<file path="config.mk">
export PLATFORM = sky130hd
export DESIGN_NAME = sac_adc_control
export DESIGN_NICKNAME = d
export VERILOG_FILES = /design/src/rtl/sac_pkg.sv /design/src/rtl/sac_divider.sv /design/src/rtl/sac_sar.sv /design/src/rtl/sac_adc_control.sv
export VERILOG_INCLUDE_DIRS = /design/src /design/src/rtl
export SDC_FILE = /design/constraint.sdc
export NUM_CORES = 1
export LEC_CHECK = 0
export ABC_AREA = 1
export BUFFER_PORTS_ARGS = -buffer_cell sky130_fd_sc_hd__clkbuf_2
export CELL_PAD_IN_SITES_DETAIL_PLACEMENT = 0
export CELL_PAD_IN_SITES_GLOBAL_PLACEMENT = 2
export CORE_AREA = 2 2 116 118
export CTS_CLUSTER_DIAMETER = 60
export DETAILED_ROUTE_END_ITERATION = 12
export DIE_AREA = 0 0 118 120
export GPL_TIMING_DRIVEN = 0
export PLACE_DENSITY = 0.82
export REMOVE_ABC_BUFFERS = 1
export SETUP_SLACK_MARGIN = 0.02
export SLEW_MARGIN = 20
export SYNTH_ARGS = -nofsm -noshare
export SYNTH_HDL_FRONTEND = slang
export SYNTH_SLANG_ARGS = --single-unit
</file>
<file path="constraint.sdc">
create_clock -name core_clk -period 1.6 [get_ports core_clk]
set_clock_uncertainty 0.05 [all_clocks]
set_input_delay 0.16 -clock core_clk [delete_from_list [all_inputs] [get_ports core_clk]]
set_output_delay 0.16 -clock core_clk [all_outputs]
set_load 0.02 [all_outputs]
</file>
<file path="src/rtl/sac_params.svh">
// Register offsets, field positions and timing counts for the converter control
`ifndef SAC_PARAMS_SVH
`define SAC_PARAMS_SVH

`define SAC_ADDR_RESULT_LOW  8'hbe
`define SAC_ADDR_CONTROL     8'hc5
`define SAC_ADDR_RESULT_HIGH 8'hc6

`define SAC_CTL_RESET        8'h00
`define SAC_BIT_ENABLE       7
`define SAC_BIT_SPEED_HI     6
`define SAC_BIT_SPEED_LO     5
`define SAC_BIT_DONE         4
`define SAC_BIT_START        3
`define SAC_BIT_CHAN_HI      2

`define SAC_DIV_DIVIDER_SEL_LO       11'd1080
`define SAC_DIV_DIVIDER_SEL_HI       11'd810
`define SAC_DIV_SPEED2       11'd540
`define SAC_DIV_SPEED3       11'd270

`define SAC_CLK_MHZ          50
`define SAC_MAX_KSPS         100
`define SAC_MIN_DIV          (`SAC_CLK_MHZ * 1000 / `SAC_MAX_KSPS)
`define SAC_SAR_BITS         10
`define SAC_SYNC_WAIT        2'h2

`endif

</file>
<file path="src/rtl/sac_pkg.sv">
// Types shared by the converter control files
package sac_pkg;
    typedef struct packed {
        logic       enable;
        logic [1:0] speed;
        logic       done;
        logic       start;
        logic [2:0] chan;
    } sac_ctl_t;

    typedef struct packed {
        logic       wr;
        logic       rd;
        logic [7:0] addr;
        logic [7:0] wdata;
    } sac_bus_t;

    typedef enum logic [1:0] {
        SAC_OFF,
        SAC_IDLE,
        SAC_CONV
    } sac_state_t;
endpackage : sac_pkg

</file>
<file path="src/rtl/sac_divider.sv">
// Conversion clock divider: one enable pulse per divided period
`timescale 1ns/1ns
`include "sac_params.svh"
module sac_divider (
    input  wire logic       core_clk,
    input  wire logic       rstn,
    input  wire logic       run,
    input  wire logic [1:0] speed,
    output logic            tick
);
    import sac_pkg::*;

    logic [10:0] cnt_ff;
    logic [10:0] nxt_cnt;
    logic [10:0] period;
    logic        nxt_tick;
    logic        tick_ff;

    always_comb begin
        unique case (speed)
            2'h0: period = `SAC_DIV_DIVIDER_SEL_LO;
            2'h1: period = `SAC_DIV_DIVIDER_SEL_HI;
            2'h2: period = `SAC_DIV_SPEED2;
            2'h3: period = `SAC_DIV_SPEED3;
        endcase
        // Never faster than the throughput ceiling
        if (period < 11'(`SAC_MIN_DIV)) begin
            period = 11'(`SAC_MIN_DIV);
        end
        nxt_tick = 1'b0;
        nxt_cnt  = cnt_ff;
        if (!run) begin
            nxt_cnt = 11'h0;
        end else if (cnt_ff == period - 11'h1) begin
            nxt_cnt  = 11'h0;
            nxt_tick = 1'b1;
        end else begin
            nxt_cnt = cnt_ff + 11'h1;
        end
    end

    always_ff @(posedge core_clk or negedge rstn) begin
        if (!rstn) begin
            cnt_ff  <= 11'h0;
            tick_ff <= 1'b0;
        end else begin
            cnt_ff  <= nxt_cnt;
            tick_ff <= nxt_tick;
        end
    end

    assign tick = tick_ff;
endmodule : sac_divider

</file>
<file path="src/rtl/sac_sar.sv">
// Successive-approximation bit search driven by the comparator
`timescale 1ns/1ns
`include "sac_params.svh"
module sac_sar (
    input  wire logic       core_clk,
    input  wire logic       rstn,
    input  wire logic       begin_conv,
    input  wire logic       comp_sync,
    output logic [9:0]      trial,
    output logic [9:0]      code,
    output logic            busy
);
    import sac_pkg::*;

    logic [9:0] trial_ff, nxt_trial;
    logic [9:0] code_ff,  nxt_code;
    logic [3:0] bit_ff,   nxt_bit;
    logic [1:0] wait_ff,  nxt_wait;
    logic       busy_ff,  nxt_busy;

    always_comb begin
        nxt_trial = trial_ff;
        nxt_code  = code_ff;
        nxt_bit   = bit_ff;
        nxt_wait  = wait_ff;
        nxt_busy  = busy_ff;
        if (begin_conv) begin
            nxt_trial = 10'h200;
            nxt_bit   = 4'(`SAC_SAR_BITS - 1);
            nxt_wait  = `SAC_SYNC_WAIT;
            nxt_busy  = 1'b1;
        end else if (busy_ff && wait_ff != 2'h0) begin
            // Comparator answer trails the trial by the synchroniser stages
            nxt_wait = wait_ff - 2'h1;
        end else if (busy_ff) begin
            // Keep the bit only if input is above the trial level
            nxt_trial[bit_ff] = comp_sync;
            if (bit_ff == 4'h0) begin
                nxt_busy = 1'b0;
                nxt_code = {trial_ff[9:1], comp_sync};
            end else begin
                nxt_trial[bit_ff - 4'h1] = 1'b1;
                nxt_bit = bit_ff - 4'h1;
                nxt_wait = `SAC_SYNC_WAIT;
            end
        end
    end

    always_ff @(posedge core_clk or negedge rstn) begin
        if (!rstn) begin
            trial_ff <= 10'h0;
            code_ff  <= 10'h0;
            bit_ff   <= 4'h0;
            wait_ff  <= 2'h0;
            busy_ff  <= 1'b0;
        end else begin
            trial_ff <= nxt_trial;
            code_ff  <= nxt_code;
            bit_ff   <= nxt_bit;
            wait_ff  <= nxt_wait;
            busy_ff  <= nxt_busy;
        end
    end

    assign trial = trial_ff;
    assign code  = code_ff;
    assign busy  = busy_ff;
endmodule : sac_sar

</file>
<file path="src/rtl/sac_adc_control.sv">
// Converter control: register port, sequencing, result and interrupt request
`timescale 1ns/1ns
`include "sac_params.svh"
// Function
// RL1 - Converter runs only while enable bit set
// RL2 - Speed field picks divide 1080/810/540/270; code clamps 270 to 500
// RL3 - At most 100 ksps, one sample per period
// RL4 - Start bit set by software, cleared only by hardware
// RL5 - Completion clears start, sets done, loads result
// RL6 - No new start while start or done
// RL7 - Done set by hardware, software clears
// RL8 - Interrupt needs all three enables set
// RL9 - Channel field steers analog input mux
// RL10 - Result high bits 9:2, low bits 1:0
// RL11 - Unsigned left-justified 16-bit result word; code gives 10 bits, high register 9:2, low register bits 1:0 with 7:2 zero
// RL12 - Software waits 5us after enable
// RL13 - Software configures before starting conversions
// RL14 - No operation in power-down state
// RL15 - Software keeps converter clock under 12MHz
// RL16 - Channel and speed latched at start
module sac_adc_control (
    input  wire logic             core_clk,
    input  wire logic             rstn,
    input  wire sac_pkg::sac_bus_t bus,
    input  wire logic             converter_irq_enable,
    input  wire logic             shared_serial_conv_irq_enable,
    input  wire logic             global_irq_enable,
    input  wire logic             power_down,
    input  wire logic             comp_in,
    output logic [7:0]            rdata,
    output logic [2:0]            analog_input_mux,
    output logic [9:0]            dac_trial,
    output logic                  analog_power_on,
    output logic                  sample_hold,
    output logic                  irq
);
    import sac_pkg::*;

    sac_ctl_t   ctl_ff,    nxt_ctl;
    sac_state_t state_ff,  nxt_state;
    logic [9:0] result_ff, nxt_result;
    logic [7:0] rdata_ff,  nxt_rdata;
    logic [2:0] mux_ff,    nxt_mux;
    logic [1:0] speed_ff,  nxt_speed;
    logic       irq_ff,    nxt_irq;
    logic       pwr_ff,    nxt_pwr;
    logic       sh_ff,     nxt_sh;
    logic       comp_meta_ff;
    logic       comp_sync_ff;
    logic       tick;
    logic       begin_conv;
    logic       sar_busy;
    logic [9:0] sar_code;
    logic [9:0] sar_trial;
    logic       wr_ctl;

    assign wr_ctl = bus.wr && (bus.addr == `SAC_ADDR_CONTROL);

    // Comparator is asynchronous to the core
    always_ff @(posedge core_clk or negedge rstn) begin
        if (!rstn) begin
            comp_meta_ff <= 1'b0;
            comp_sync_ff <= 1'b0;
        end else begin
            comp_meta_ff <= comp_in;
            comp_sync_ff <= comp_meta_ff;
        end
    end

    // RL2 divided period
    sac_divider u_div (
        .core_clk (core_clk),
        .rstn     (rstn),
        .run      (state_ff == SAC_CONV),
        .speed    (speed_ff),
        .tick     (tick)
    );

    sac_sar u_sar (
        .core_clk   (core_clk),
        .rstn       (rstn),
        .begin_conv (begin_conv),
        .comp_sync  (comp_sync_ff),
        .trial      (sar_trial),
        .code       (sar_code),
        .busy       (sar_busy)
    );

    always_comb begin
        nxt_ctl    = ctl_ff;
        nxt_state  = state_ff;
        nxt_result = result_ff;
        nxt_mux    = mux_ff;
        nxt_speed  = speed_ff;
        begin_conv = 1'b0;
        if (wr_ctl) begin
            nxt_ctl.enable = bus.wdata[`SAC_BIT_ENABLE];
            nxt_ctl.speed  = bus.wdata[`SAC_BIT_SPEED_HI:`SAC_BIT_SPEED_LO];
            nxt_ctl.chan   = bus.wdata[`SAC_BIT_CHAN_HI:0];
            // RL7 software clears done
            if (!bus.wdata[`SAC_BIT_DONE]) begin
                nxt_ctl.done = 1'b0;
            end
            // RL4 start only settable; RL6 refused while start or done
            if (bus.wdata[`SAC_BIT_START] && !ctl_ff.start && !ctl_ff.done
                && bus.wdata[`SAC_BIT_ENABLE] && !power_down) begin
                nxt_ctl.start = 1'b1;
            end
        end
        unique case (state_ff)
            SAC_OFF: begin
                if (ctl_ff.enable && !power_down) begin
                    nxt_state = SAC_IDLE;
                end
            end
            SAC_IDLE: begin
                if (ctl_ff.start) begin
                    // RL16 latch channel and speed
                    nxt_mux    = ctl_ff.chan;
                    nxt_speed  = ctl_ff.speed;
                    nxt_state  = SAC_CONV;
                end
            end
            SAC_CONV: begin
                // RL3 one sample per divided period
                if (tick && !sar_busy) begin
                    // RL5 clear start, set done, load result together
                    nxt_ctl.start = 1'b0;
                    nxt_ctl.done  = 1'b1;
                    nxt_result    = sar_code;
                    nxt_state     = SAC_IDLE;
                end
            end
        endcase
        // RL1 RL14 shutdown aborts and holds off
        if (!nxt_ctl.enable || power_down) begin
            nxt_state     = SAC_OFF;
            nxt_ctl.start = 1'b0;
        end
        // No sample is taken once shutdown is pending
        begin_conv = (state_ff == SAC_IDLE) && (nxt_state == SAC_CONV);
        if (nxt_state == SAC_IDLE && state_ff == SAC_OFF) begin
            nxt_mux = ctl_ff.chan;
        end
    end

    always_comb begin
        // RL10 RL11 left-justified split result
        nxt_rdata = 8'h00;
        if (bus.rd) begin
            unique case (bus.addr)
                `SAC_ADDR_CONTROL:     nxt_rdata = nxt_ctl;
                `SAC_ADDR_RESULT_HIGH: nxt_rdata = result_ff[9:2];
                `SAC_ADDR_RESULT_LOW:  nxt_rdata = {6'h00, result_ff[1:0]};
                default:               nxt_rdata = 8'h00;
            endcase
        end
        // RL8 all three enables gate the request
        nxt_irq = ctl_ff.done && converter_irq_enable
                  && shared_serial_conv_irq_enable && global_irq_enable;
        nxt_pwr = ctl_ff.enable && !power_down;
        nxt_sh  = begin_conv;
    end

    always_ff @(posedge core_clk or negedge rstn) begin
        if (!rstn) begin
            ctl_ff    <= `SAC_CTL_RESET;
            state_ff  <= SAC_OFF;
            result_ff <= 10'h0;
            rdata_ff  <= 8'h00;
            mux_ff    <= 3'h0;
            speed_ff  <= 2'h0;
            irq_ff    <= 1'b0;
            pwr_ff    <= 1'b0;
            sh_ff     <= 1'b0;
        end else begin
            ctl_ff    <= nxt_ctl;
            state_ff  <= nxt_state;
            result_ff <= nxt_result;
            rdata_ff  <= nxt_rdata;
            mux_ff    <= nxt_mux;
            speed_ff  <= nxt_speed;
            irq_ff    <= nxt_irq;
            pwr_ff    <= nxt_pwr;
            sh_ff     <= nxt_sh;
        end
    end

    // RL9 channel steers the multiplexer
    assign analog_input_mux = mux_ff;
    assign dac_trial        = sar_trial;
    assign analog_power_on  = pwr_ff;
    assign sample_hold      = sh_ff;
    assign irq              = irq_ff;
    assign rdata            = rdata_ff;
endmodule : sac_adc_control

</file>
==> impl_results.md <==
- Post-Place Cell Area: 4360 sq um
- Die X: 118 um
- Drt total wl: 10270 um
- Number of I/O port buffers: 48
- Share of cells above drive strength 1: 36.12%
- ANT nets after route: 0
- Total Nets Final: 597
- Pre-CTS setup slack: -889.3 ps
- Critical Path AT: 2000 ps
- Pin count of the biggest net entering global routing: 44
- TritonCTS clock tree: done
- TritonCTS buffer count: 9
- Via count: 3392
- Power per cell area: 768.0 nW/um^2
- Worst rel slew slack: 56.54%
- Final worst slack: -221.6 ps
- GPL Wtd Cong: 0.8620
- Fin util: 41.87%
- Leakage: 2.489 nW
- Io pins: 49
- Vias in the first global route: 3475
- Initial antenna violation count: 0
- Worst-Skew Late Latency: 340 ps
- Critical Path Source Type: register
- VDD IR max: 0.4203 mV
- CP Class: reg -> reg
- Asr flop ratio synth: 100.0%
- Fin crit period: 1822 ps
- Drc violations: 0
- Wire length per cell: 13.91 um
- First-pass GRT wire length: 17150 um
- Fmax: 0.5490 GHz
- 1st-iter DRT viols: 197
- Tcrit/Tclk final: 113.9%
- Mapped Area: 3923 sq um
- First-pass DRT Iterations: 5
- HP Class: in -> reg
- Outcome: finished with violations
- Routed vias/inst: 4.596
- GR Overflow Total: 0
- FF+latch count, synth: 77
- Total track usage: 15.21%
- RSZ-0062 raised after global routing: yes
- Core area: 12980 sq um
- Hold path start: bus[0]
- CTS root buffer: clkbuf_16
- Area growth, synth to finish: 38.56%
- Failing checks: negative setup slack
- Seq/Total Area, Yosys: 49.12%
- Max-cap check violation count: 0
- Clk pin slew, worst setup/hold paths: 60 ps
- Sink Count: 77
- Synth unique cells: 40
- WP data required: 1780 ps
- Clock Tree Buf Depth: 2
- Post-synth EDFFs: 0
- Final count of pins violating max slew: 0
- Syn avg cell area: 8.381 sq um
- Die H: 120 um
- Antenna diodes: 0
- Initial Util: 30.22%
- WHS: 14.76 ps
- Worst flop-to-flop path startpoint: state_ff[0]
- Endpoints failing hold: 0
- Final-report setup violation count: 40
- Post-Syn Instances: 468
- Die ar.: 14160 sq um
- Crit. Startpoint: state_ff[0]
- Cell Rows: 42
- Crit Path Max Fanout: 7
- Ys Warns: 0
- H-Tree Depth: 3
- Fin area: 5435 sq um
- Worst-Margin Slew: 651.9 ps
- Final HPWL DP: 6783 um
- Crit end category: register
- Synth Flop Type: dfrtp_1
-- final timing paths --
check / endpoint / slack [ps] / cells past startpoint
worst max-delay path: u_sar.bit_ff[3] / -220 / 11
max in group asynchronous: u_sar.code[7] / 510 / 3
min in group asynchronous: u_div.cnt_ff[3] / 370 / 2
worst min-delay path: ctl_ff[0] / 10 / 3
worst max register to register: u_sar.bit_ff[3] / -220 / 11
worst min register to register: comp_sync_ff / 310 / 0
-- stage by stage --
step,power [mW],setup TNS (ps),std cells
after floorplan,2.125,-10890,462
after global placement,2.236,-63120,686
after detailed placement,2.247,-30350,687
after CTS,4.235,-7855,730
after global routing,4.366,-10690,738
final,4.174,-7025,738
-- layer usage --
layer  track usage, %  routed length, um  up-vias
li1                 -                  -     1697
met1            20.02               4890     1603
met2            24.64               4862       77
met3            3.850                364       15
met4            4.744                150        0
met5                0                  0        -
-- cell usage after synthesis (2+ instances only) --
| master | count | share of area [%] |
|---|---|---|
| nor2_2 | 5 | 0.80 |
| xnor2_1 | 5 | 1.1 |
| xor2_1 | 9 | 2.0 |
| o21ai_1 | 9 | 1.1 |
| o21a_1 | 2 | 0.38 |
| inv_2 | 4 | 0.38 |
| o21ai_0 | 13 | 1.7 |
| clkbuf_1 | 2 | 0.19 |
| or2_2 | 5 | 0.80 |
| buf_6 | 3 | 0.86 |
| nand3b_1 | 3 | 0.57 |
| nand2_2 | 4 | 0.64 |
| a31oi_1 | 4 | 0.64 |
| nand2_1 | 125 | 12 |
| a21oi_1 | 17 | 2.2 |
| nor3_1 | 8 | 1.0 |
| o211ai_1 | 3 | 0.57 |
| nand4_1 | 8 | 1.3 |
| ha_1 | 15 | 4.8 |
| nor2_4 | 2 | 0.57 |
| dfrtp_1 | 77 | 49 |
| inv_1 | 54 | 5.2 |
| nand3_1 | 28 | 3.6 |
| nor2_1 | 45 | 4.3 |
| nor3b_1 | 2 | 0.38 |
| a211oi_1 | 2 | 0.38 |
-- power breakdown --
| part | switching (mW) | leakage [nW] | internal [mW] |
|---|---|---|---|
| registers | 0.0311 | 1.02 | 1.99 |
| clock network | 0.837 | 0.135 | 1.10 |
| logic | 0.138 | 1.34 | 0.0806 |
| total | 1.01 | 2.49 | 3.17 |
-- flip-flops by register name, indices dropped and copies added (netlist names), 2 cells and up --
| register | flops |
|---|---|
| u_div.cnt_ff | 11 |
| result_ff | 10 |
| u_sar.code | 10 |
| u_sar.trial | 10 |
| ctl_ff | 8 |
| rdata | 8 |
| u_sar.bit_ff | 4 |
| analog_input_mux | 3 |
| speed_ff | 2 |
| state_ff | 2 |
| u_sar.wait_ff | 2 |
-- cell families after synthesis --
logic type / count (synthesis) / synth area share, %
simple gates: 239 / 27.50
flops: 77 / 49.12
buf+inv: 65 / 6.794
compound gates: 58 / 8.676
fa+ha+maj: 15 / 4.785
xor+xnor: 14 / 3.126
-- final cells by class --
type | count | area, sq um
Tap cell | 176 | 220.2
Timing Repair inverter | 1 | 7.507
Clock inverter | 6 | 46.29
Fill cell | 1273 | 7545
Sequential cell | 77 | 1927
Multi-Input combinational cell | 330 | 2190
Timing Repair Buffer | 79 | 556.8
Inverter | 59 | 249.0
Clock buffer | 10 | 239.0
-- placed cells by master, fill, tap and decap left out, drive strengths merged, types with 2 or more instances in the layout --
cell type	instances
dlygate4sd3	6
ha	15
xor2	9
clkinvlp	4
a21oi	17
nand2	132
o211ai	4
a211oi	2
nor2	52
o21a	2
nor3	8
or2	5
dfrtp	77
nand3	29
inv	57
clkinv	5
nand4	12
o21ai	23
clkbuf	59
a31oi	4
nand3b	3
nor3b	2
buf	24
xnor2	5
-- critical path, stage by stage, from the launching register on --
cell and delay, ps:
dfrtp_1 420, buf_4 160, ha_4 170, inv_4 70, nand2_1 60, a21oi_2 180, nor2_4 70, nand4_4 130
buf_12 190, o21ai_4 80, nand2_2 70, nand2_2 50
-- timing repair --
action	4_1_cts	5_1_grt
cloned	6	0
endpoints found under the setup margin	56	50
resized for setup	71	53
buffers inserted	15	8
endpoints found under the hold margin	45	0
hold buffers	6	0
pin swaps	18	22
No activity file was read; power rests on OpenSTA's default activity.
